**src/ppc_pkg.sv**
```systemverilog
// Purpose: Shared constants for the port pad pull control block
// Assumes: APB slave with 32-bit data, 8-bit byte address
// Notes:   Pin index 15:0 port A, 31:16 port B, 46:32 port C
`default_nettype none

package ppc_pkg;

   // ****************************************
   // Pin counts
   // ****************************************
   localparam int NPIN   = 47;
   localparam int NPC    = 15;
   localparam int PC_LSB = 32;
   localparam int NFN    = 4;

   // ****************************************
   // Register byte offsets
   // ****************************************
   localparam logic [7:0] OFS_CTRL   = 8'h00;
   localparam logic [7:0] OFS_A_IEN  = 8'h04;
   localparam logic [7:0] OFS_A_OEN  = 8'h08;
   localparam logic [7:0] OFS_A_DATA = 8'h0C;
   localparam logic [7:0] OFS_B_IEN  = 8'h10;
   localparam logic [7:0] OFS_B_OEN  = 8'h14;
   localparam logic [7:0] OFS_B_DATA = 8'h18;
   localparam logic [7:0] OFS_C_IEN  = 8'h1C;
   localparam logic [7:0] OFS_C_OEN  = 8'h20;
   localparam logic [7:0] OFS_C_FSEL = 8'h24;
   localparam logic [7:0] OFS_PU_AB  = 8'h28;
   localparam logic [7:0] OFS_PU_C   = 8'h2C;
   localparam logic [7:0] OFS_DIN_AB = 8'h30;
   localparam logic [7:0] OFS_DIN_C  = 8'h34;
   localparam logic [7:0] OFS_PD_ALL = 8'h38;

   // ****************************************
   // Control field positions
   // ****************************************
   localparam int CTRL_POLICY = 0;
   localparam int CTRL_RUN    = 1;
   localparam int CTRL_CHM    = 2;

   // ****************************************
   // Reset values
   // ****************************************
   localparam logic [NPIN-1:0]  RST_EN   = 47'h0;
   localparam logic [31:0]      RST_DATA = 32'h0;
   localparam logic [2*NPC-1:0] RST_FSEL = 30'h0;

   // ****************************************
   // Fixed pin tables
   // ****************************************
   // Strobe and select-output pins that get a pull-down instead of a pull-up
   localparam logic [NPIN-1:0]  PD_PIN_MASK = {15'h0400, 16'h8370, 16'h4078};
   // Port C pins with a card-host function, and which slot holds it
   localparam logic [NPC-1:0]   CH_PIN_MASK = 15'h07F0;
   localparam logic [2*NPC-1:0] CH_FN_SLOT  = 30'h001AAA00;
   // Port C pins with an input tap, and the wake-source pin
   localparam logic [NPC-1:0]   TAP_MASK    = 15'h069E;
   localparam int               WAKE_PIN    = 2;

endpackage : ppc_pkg

`default_nettype wire

```
**src/ppc_pad_if.sv**
```systemverilog
// Purpose: Carrier between the pad controller and its per-pin decision logic
// Assumes: One clock domain, all signals combinational levels
// Notes:   Output enable is active high here, active low at the pads
`default_nettype none

interface ppc_pad_if;
   import ppc_pkg::*;
   logic [NPIN-1:0] ie;
   logic [NPIN-1:0] oe;
   logic [NPIN-1:0] ch;
   logic [NPIN-1:0] pdm;
   logic            policy;
   logic            run;
   logic [NPIN-1:0] pu;
   logic [NPIN-1:0] pd;
   logic [NPIN-1:0] drive_n;

   modport ctl (output ie, oe, ch, pdm, policy, run, input pu, pd, drive_n);
   modport dec (input ie, oe, ch, pdm, policy, run, output pu, pd, drive_n);
endinterface : ppc_pad_if

`default_nettype wire

```
**src/ppc_pad_decide.sv**
```systemverilog
// Purpose: Per-pin pull-up, pull-down and drive decision
// Assumes: run is low from reset until software starts
// Notes:   Purely combinational; the top registers every result
`default_nettype none

module ppc_pad_decide
   import ppc_pkg::*;
(
   ppc_pad_if.dec pif
);

   genvar i;
   generate
      for (i = 0; i < NPIN; i++)
      begin : g_pin
         // Pull-down pins never take a pull-up, even during boot
         assign pif.pu[i] = ~pif.pdm[i] & (~pif.run |
                            (~pif.ch[i] & ~pif.oe[i]
                             & (pif.policy | ~pif.ie[i])));
         assign pif.pd[i] = pif.pdm[i] & pif.run & ~pif.oe[i];
         assign pif.drive_n[i] = ~(pif.run & pif.oe[i]);
      end
   endgenerate

endmodule : ppc_pad_decide

`default_nettype wire

```
**src/ppc_top.sv**
```systemverilog
// Purpose: Pad pull and drive control for ports A, B and C
// Assumes: APB master keeps the request stable until PREADY
// Notes:   One wait state on every access; all outputs registered
//
// Function
// - Under reset and before code runs, every port pad is left undriven.
// - After reset release, until code runs, every port pin except the pull-down pins is pulled up.
// - Once code runs, pad state follows each pin's input and output enable.
// - Policy 0: pull-up only when input and output enable are both off.
// - Policy 1: pull-up whenever output enable is off.
// - Once code runs, pins routed to the card-host function never get a pull-up.
// - Once code runs, strobe, ready and select-output pins get a pull-down while output is off.
// - Each port C pin takes one of four functions; some feed input taps.
`default_nettype none

module ppc_top
   import ppc_pkg::*;
(
   input  wire logic                SYS_CLK,
   input  wire logic                RST_N,
   input  wire logic                PSEL,
   input  wire logic                PENABLE,
   input  wire logic                PWRITE,
   input  wire logic [7:0]          PADDR,
   input  wire logic [31:0]         PWDATA,
   output logic      [31:0]         PRDATA,
   output logic                     PREADY,
   output logic                     PSLVERR,
   input  wire logic [NPIN-1:0]     PAD_DIN,
   input  wire logic [NFN*NPC-1:0]  PC_FUNC_DOUT,
   output logic      [NPIN-1:0]     PAD_DOUT,
   output logic      [NPIN-1:0]     PAD_OE_N,
   output logic      [NPIN-1:0]     PAD_PU_EN,
   output logic      [NPIN-1:0]     PAD_PD_EN,
   output logic      [NPC-1:0]      PC_TAP,
   output logic                     SYSTEM_WAKE_SOURCE_3
);

   // ****************************************
   // Declarations
   // ****************************************
   logic [NPIN-1:0]  din_meta_ff;
   logic [NPIN-1:0]  din_sync_ff;
   logic             pready_ff;
   logic             pslverr_ff;
   logic [31:0]      prdata_ff;
   logic [31:0]      nxt_prdata;
   logic             nxt_hit;
   logic [NPIN-1:0]  ie_ff;
   logic [NPIN-1:0]  oe_ff;
   logic [31:0]      dat_ff;
   logic [2*NPC-1:0] fsel_ff;
   logic             policy_ff;
   logic             run_ff;
   logic             chm_ff;
   logic [NPIN-1:0]  ch_vec;
   logic [NPC-1:0]   nxt_cdout;
   logic [NPIN-1:0]  pu_ff;
   logic [NPIN-1:0]  pd_ff;
   logic [NPIN-1:0]  oe_n_ff;
   logic [NPIN-1:0]  dout_ff;
   logic [NPC-1:0]   tap_ff;
   logic             wake_ff;
   logic             acc;
   logic             wr;

   ppc_pad_if pif ();

   // ****************************************
   // Pad input synchroniser
   // ****************************************
   always_ff @(posedge SYS_CLK or negedge RST_N)
   begin
      if (!RST_N)
      begin
         din_meta_ff <= RST_EN;
         din_sync_ff <= RST_EN;
      end
      else
      begin
         din_meta_ff <= PAD_DIN;
         din_sync_ff <= din_meta_ff;
      end
   end

   // ****************************************
   // APB slave
   // ****************************************
   assign acc = PSEL & PENABLE;
   // Write lands only at the edge where PREADY is seen high
   assign wr  = acc & pready_ff & PWRITE;

   always_comb
   begin
      nxt_prdata = 32'h0;
      nxt_hit    = 1'b1;
      if (PADDR == OFS_CTRL)
         nxt_prdata[2:0] = {chm_ff, run_ff, policy_ff};
      else if (PADDR == OFS_A_IEN)
         nxt_prdata[15:0] = ie_ff[15:0];
      else if (PADDR == OFS_A_OEN)
         nxt_prdata[15:0] = oe_ff[15:0];
      else if (PADDR == OFS_A_DATA)
         nxt_prdata[15:0] = dat_ff[15:0];
      else if (PADDR == OFS_B_IEN)
         nxt_prdata[15:0] = ie_ff[31:16];
      else if (PADDR == OFS_B_OEN)
         nxt_prdata[15:0] = oe_ff[31:16];
      else if (PADDR == OFS_B_DATA)
         nxt_prdata[15:0] = dat_ff[31:16];
      else if (PADDR == OFS_C_IEN)
         nxt_prdata[NPC-1:0] = ie_ff[NPIN-1:PC_LSB];
      else if (PADDR == OFS_C_OEN)
         nxt_prdata[NPC-1:0] = oe_ff[NPIN-1:PC_LSB];
      else if (PADDR == OFS_C_FSEL)
         nxt_prdata[2*NPC-1:0] = fsel_ff;
      else if (PADDR == OFS_PU_AB)
         nxt_prdata = pu_ff[31:0];
      else if (PADDR == OFS_PU_C)
         nxt_prdata[NPC-1:0] = pu_ff[NPIN-1:PC_LSB];
      else if (PADDR == OFS_DIN_AB)
         nxt_prdata = din_sync_ff[31:0];
      else if (PADDR == OFS_DIN_C)
         nxt_prdata[NPC-1:0] = din_sync_ff[NPIN-1:PC_LSB];
      else if (PADDR == OFS_PD_ALL)
         nxt_prdata = pd_ff[31:0] | {17'h0, pd_ff[NPIN-1:PC_LSB]};
      else
         nxt_hit = 1'b0;
   end

   always_ff @(posedge SYS_CLK or negedge RST_N)
   begin
      if (!RST_N)
      begin
         pready_ff  <= 1'b0;
         pslverr_ff <= 1'b0;
         prdata_ff  <= RST_DATA;
      end
      else
      begin
         pready_ff  <= acc & ~pready_ff;
         pslverr_ff <= acc & ~pready_ff & ~nxt_hit;
         if (acc & ~pready_ff & ~PWRITE)
            prdata_ff <= nxt_prdata;
      end
   end

   // ****************************************
   // Control registers
   // ****************************************
   always_ff @(posedge SYS_CLK or negedge RST_N)
   begin
      if (!RST_N)
      begin
         policy_ff <= 1'b0;
         run_ff    <= 1'b0;
         chm_ff    <= 1'b0;
      end
      else if (wr && PADDR == OFS_CTRL)
      begin
         policy_ff <= PWDATA[CTRL_POLICY];
         // Code start is one-way: only reset returns to the boot phase
         run_ff    <= run_ff | PWDATA[CTRL_RUN];
         chm_ff    <= PWDATA[CTRL_CHM];
      end
   end

   always_ff @(posedge SYS_CLK or negedge RST_N)
   begin
      if (!RST_N)
      begin
         ie_ff   <= RST_EN;
         oe_ff   <= RST_EN;
         dat_ff  <= RST_DATA;
         fsel_ff <= RST_FSEL;
      end
      else if (wr)
      begin
         if (PADDR == OFS_A_IEN)
            ie_ff[15:0] <= PWDATA[15:0];
         else if (PADDR == OFS_A_OEN)
            oe_ff[15:0] <= PWDATA[15:0];
         else if (PADDR == OFS_A_DATA)
            dat_ff[15:0] <= PWDATA[15:0];
         else if (PADDR == OFS_B_IEN)
            ie_ff[31:16] <= PWDATA[15:0];
         else if (PADDR == OFS_B_OEN)
            oe_ff[31:16] <= PWDATA[15:0];
         else if (PADDR == OFS_B_DATA)
            dat_ff[31:16] <= PWDATA[15:0];
         else if (PADDR == OFS_C_IEN)
            ie_ff[NPIN-1:PC_LSB] <= PWDATA[NPC-1:0];
         else if (PADDR == OFS_C_OEN)
            oe_ff[NPIN-1:PC_LSB] <= PWDATA[NPC-1:0];
         else if (PADDR == OFS_C_FSEL)
            fsel_ff <= PWDATA[2*NPC-1:0];
      end
   end

   // ****************************************
   // Port C function routing
   // ****************************************
   genvar j;
   generate
      for (j = 0; j < NPC; j++)
      begin : g_pc
         assign nxt_cdout[j] = PC_FUNC_DOUT[fsel_ff[2*j+:2]*NPC+j];
         assign ch_vec[PC_LSB+j] = chm_ff & CH_PIN_MASK[j]
                                   & (fsel_ff[2*j+:2] == CH_FN_SLOT[2*j+:2]);
      end
   endgenerate
   assign ch_vec[PC_LSB-1:0] = 32'h0;

   // ****************************************
   // Pad decision and output registers
   // ****************************************
   assign pif.ie     = ie_ff;
   assign pif.oe     = oe_ff;
   assign pif.ch     = ch_vec;
   assign pif.pdm    = PD_PIN_MASK;
   assign pif.policy = policy_ff;
   assign pif.run    = run_ff;

   ppc_pad_decide u_decide (
      .pif (pif.dec)
   );

   always_ff @(posedge SYS_CLK or negedge RST_N)
   begin
      if (!RST_N)
      begin
         // Reset leaves every pad floating with no pull
         pu_ff   <= RST_EN;
         pd_ff   <= RST_EN;
         oe_n_ff <= ~RST_EN;
         dout_ff <= RST_EN;
         tap_ff  <= RST_EN[NPC-1:0];
         wake_ff <= 1'b0;
      end
      else
      begin
         pu_ff   <= pif.pu;
         pd_ff   <= pif.pd;
         oe_n_ff <= pif.drive_n;
         dout_ff <= {nxt_cdout, dat_ff};
         tap_ff  <= din_sync_ff[NPIN-1:PC_LSB] & TAP_MASK;
         wake_ff <= din_sync_ff[PC_LSB+WAKE_PIN];
      end
   end

   assign PRDATA               = prdata_ff;
   assign PREADY               = pready_ff;
   assign PSLVERR              = pslverr_ff;
   assign PAD_DOUT             = dout_ff;
   assign PAD_OE_N             = oe_n_ff;
   assign PAD_PU_EN            = pu_ff;
   assign PAD_PD_EN            = pd_ff;
   assign PC_TAP               = tap_ff;
   assign SYSTEM_WAKE_SOURCE_3 = wake_ff;

   // ****************************************
   // Assertions
   // ****************************************
   // Look-backs across a reset see pipeline stages still at their reset values,
   // so the boot pull-up, wake-tap and function-routing checks wait until the pad pipeline has refilled
   logic [1:0] ast_age_ff;

   always_ff @(posedge SYS_CLK or negedge RST_N)
   begin
      if (!RST_N)
         ast_age_ff <= 2'h0;
      else if (ast_age_ff != 2'h3)
         ast_age_ff <= ast_age_ff + 2'h1;
   end

   logic [NPIN-1:0] excl;
   assign excl = ch_vec | PD_PIN_MASK;

   generate
      for (j = 0; j < NPC; j++)
      begin : g_ast
         for (genvar k = 0; k < NFN; k++)
         begin : g_fn

         end
      end
   endgenerate
endmodule : ppc_top

`default_nettype wire

```
**config.mk**
```make
export PLATFORM = sky130hd
export DESIGN_NAME = ppc_top
export DESIGN_NICKNAME = d
export VERILOG_FILES = /design/src/ppc_pkg.sv /design/src/ppc_pad_if.sv /design/src/ppc_pad_decide.sv /design/src/ppc_top.sv
export SDC_FILE = /design/constraint.sdc
export NUM_CORES = 1
export LEC_CHECK = 0
export ABC_AREA = 0
export BUFFER_PORTS_ARGS = -buffer_cell sky130_fd_sc_hd__buf_2
export CAP_MARGIN = 10
export CORE_MARGIN = 1.5
export CORE_UTILIZATION = 55
export CTS_BUF_LIST = sky130_fd_sc_hd__clkbuf_4
export DETAILED_ROUTE_END_ITERATION = 10
export MAX_ROUTING_LAYER = met4
export PLACE_DENSITY = 0.85
export SLEW_MARGIN = 20
export SYNTH_ARGS = -nofsm -noshare
export SYNTH_HDL_FRONTEND = slang
export SYNTH_SLANG_ARGS = --single-unit
```
**constraint.sdc**
```tcl
create_clock -name SYS_CLK -period 3.83 [get_ports SYS_CLK]
set_input_delay 0.766 -clock SYS_CLK [delete_from_list [all_inputs] [get_ports SYS_CLK]]
set_output_delay 0.766 -clock SYS_CLK [all_outputs]
set_load 0.02 [all_outputs]
```
==> results.yml <==
route:
  drtIter0Drc: 2234
  drt_wl_total_mm: 84.5
  antenna_left: 0
  drc: 0
  drt-vias-per-instance: 6.48
  dr.pass1.iters: 8
  wl_per_cell_um: 28.6
  num_vias: 19181
clock_network:
  clk_latency_ns: 0.90
  cts_resized: 0
  cts_inserted_buffers: 110
  cts_buffer_depth: 3
  cts_root_buffer: "clkbuf_4"
  clk_pin_slew_ns: 0.07
  postCtsSetupBuffers: 0
  cts_tree: "built"
  ctsHoldBuffers: 45
  numClockSinks: 435
  cts-htree-levels: 3
synthesis:
  yosysWarningCount: 0
  synth.largest_area_cell: "dfrtp_1"
  yosysTopAreaCellShare_pct: 41.6
  syn_area_per_cell_um2: 12.4
  synth_flop_cell: "dfrtp_1"
  synth-async-reset-ratio_pct: 100
  synth_area_leaders: "dfrtp_1 42%, mux4_2 17%, mux2_2 6.5%"
  yosysUniqueCellTypes: 78
  synth.cell_area_mm2: 0.0234
  ys_seq_area_share_pct: 46.9
  synth_edf_count: 0
  ys_ff_latch: 435
  synth_cells: 1883
global_route:
  grt_pass1_vias: 19413
  grt_max_degree: 98
  antenna_found_initial: 9
  grt_overflow_total: 0
  track_usage_pct: 40.4
  grt_pass1_wl_mm: 124
min_path:
  min_path_type: "in -> reg"
sta:
  finalCritPeriodShare_pct: 79.5
  tightest_slew_ns: 0.965
  max_freq_mhz: 328
  slew_headroom_pct: 35.7
  rsz0062_at_grt: "false"
  fin_setup_tns_ns: 0
  setup_violations: 0
  slew_violations: 0
  hold_viol: 0
  fin_skew_ns: 0.0946
  layout_min_cycle_time_ns: 3.05
pwr:
  clockPowerShare_pct: 42.2
  p_leak_nw: 12.7
  comb_power_share_pct: 10.6
  p_int_w: 0.00729
  swShare_pct: 27.3
  power.total_w: 0.0100
  switchingPower_w: 0.00273
  seqPwrFrac_pct: 47.2
  vdd_ir_drop_max_v: 0.000323
  p_per_area_mw_per_mm2: 363
run:
  cap_violations: 0
setup_path:
  worst_setup_path_start_kind: "flop"
  cp.required_ns: 4.61
  crit_type: "reg -> reg"
  slowest_stage: "ha_1"
  crit_arrival_ns: 3.83
  worst-path-buf-inv: 2
  worstPathCellList: "inv_1 -> ha_1 -> buf_4 -> mux4_2 -> mux4_2 -> mux2i_1 -> a21oi_1"
  cpMostUsedCell: "mux4_2"
  critPathMaxStageDelay_ns: 0.68
  critPathTopFamily: "multiplexers"
  crit_path_end_kind: "flop"
  cp_max_fo: 10
die:
  die_h_um: 209
  pin_count: 390
  coreArea_mm2: 0.0419
  rows: 75
  die_w_um: 209
  initial_utilization_pct: 55.7
  die_area_mm2: 0.0437
finish:
  syn_to_final_growth_pct: 18.2
  layout_common_cells: "386 x dfrtp_1, 331 x buf_2, 175 x clkbuf_4"
  drive_gt1_share_pct: 40.7
  fillers: 3153
  nets: 2540
  final_common_cell: "dfrtp_1"
placement:
  hpwl_mm: 58.3
  gp_congestion: 1.07
  port_buffers: 332
outcome:
  status: "complete, no violations"
## stage by stage
stage / utilization (%) / setup slack (ns) / hold slack [ns] / std cells / area [um^2]
detailed placement: 61.0 / 0.577 / 0.335 / 2694 / 25600
finish: 65.8 / 0.785 / 0.0632 / 2958 / 27600
CTS: 65.7 / 0.835 / 0.00112 / 2948 / 27600
floorplan: - / 0.380 / 0.331 / 1937 / 23600
global route: 65.8 / 0.615 / 0.0173 / 2958 / 27600
global placement: 61.0 / 0.623 / 0.333 / 2694 / 25600
## worst register-to-register path, delay by kind of cell (launching register included)
kind,cells,cell delay (ns)
flip-flops,1,0.57
adder cells (fa/ha/maj),1,0.68
buffers and inverters,2,0.45
AO/OA/AOI/OAI,1,0.09
multiplexers,3,1.13
## cells in the mapped netlist (12+ instances only)
library cell and count:
dfrtp_1 388, nand2_1 174, mux4_2 173, o21ai_0 143, mux2_2 135, clkbuf_1 87, ha_1 76, nor2_1 76
a21oi_1 58, buf_4 57, nor2b_1 53, inv_1 50, dfstp_2 47, buf_2 39, mux2i_1 38, a22oi_1 31
a22o_1 22, o22ai_1 19, nand3_1 15, a221oi_1 12
## layout make-up
class | instances | area, um^2 | share of cell area (%)
Antenna cell | 10 | 25.0 | 0.0907
Tap cell | 539 | 674 | 2.44
Sequential cell | 435 | 10900 | 39.7
Inverter | 51 | 191 | 0.694
Clock buffer | 175 | 1310 | 4.76
Clock inverter | 34 | 204 | 0.739
Multi-Input combinational cell | 1259 | 11400 | 41.4
Timing Repair Buffer | 455 | 2820 | 10.2
## flip-flops by register name, summed over array words and instances, names as in the netlist
name	cells
PSLVERR	1
fsel_ff	30
chm_ff	1
PC_TAP	7
din_meta_ff	47
PREADY	1
PAD_PD_EN	12
PAD_PU_EN	35
din_sync_ff	47
dat_ff	32
pif.run	1
PAD_DOUT	47
ie_ff	47
PAD_OE_N	47
oe_ff	47
pif.policy	1
PRDATA	32
## power groups by stage
stage	combinational, W	sequential (W)	clock, W
final	0.00106	0.00473	0.00423
after detailed placement	0.000988	0.00481	0
after CTS	0.00103	0.00473	0.00427
after floorplan	0.000502	0.00483	0
after global routing	0.00111	0.00474	0.00454
after global placement	0.000976	0.00481	0
## cell families (layout without fill, tap and decap cells)
family / count (synthesis) / after routing / synth area share [%]
xor+xnor: 10 / 10 / 0.375
simple gates: 399 / 399 / 8.44
compound gates: 371 / 371 / 10.2
buf+inv: 243 / 715 / 5.13
other cells: 1 / 65 / 0.0161
flops: 435 / 435 / 46.9
fa+ha+maj: 76 / 76 / 4.07
mux: 348 / 348 / 24.9
## metal layers
layer	global-route usage [%]	vias up	share of wire, %
li1	-	7820	-
met1	50.6	9550	36
met2	59.0	1506	45
met3	12.9	305	13
met4	21.1	0	5.9
met5	-	-	0
## final timing paths
check,startpoint,to,slack [ns],cells past startpoint
max in group asynchronous,RST_N,PAD_OE_N[43]$_DFF_PN1_,2.12,3
max,fsel_ff[23]$_DFFE_PN0P_,PAD_DOUT[43]$_DFF_PN0_,0.78,7
max reg2reg,fsel_ff[23]$_DFFE_PN0P_,PAD_DOUT[43]$_DFF_PN0_,0.78,7
min,PWDATA[17],fsel_ff[17]$_DFFE_PN0P_,0.06,3
min reg2reg,din_meta_ff[3]$_DFF_PN0_,din_sync_ff[3]$_DFF_PN0_,0.28,0
min in group asynchronous,RST_N,din_meta_ff[18]$_DFF_PN0_,0.56,2
No activity file was read; power rests on OpenSTA's default activity.
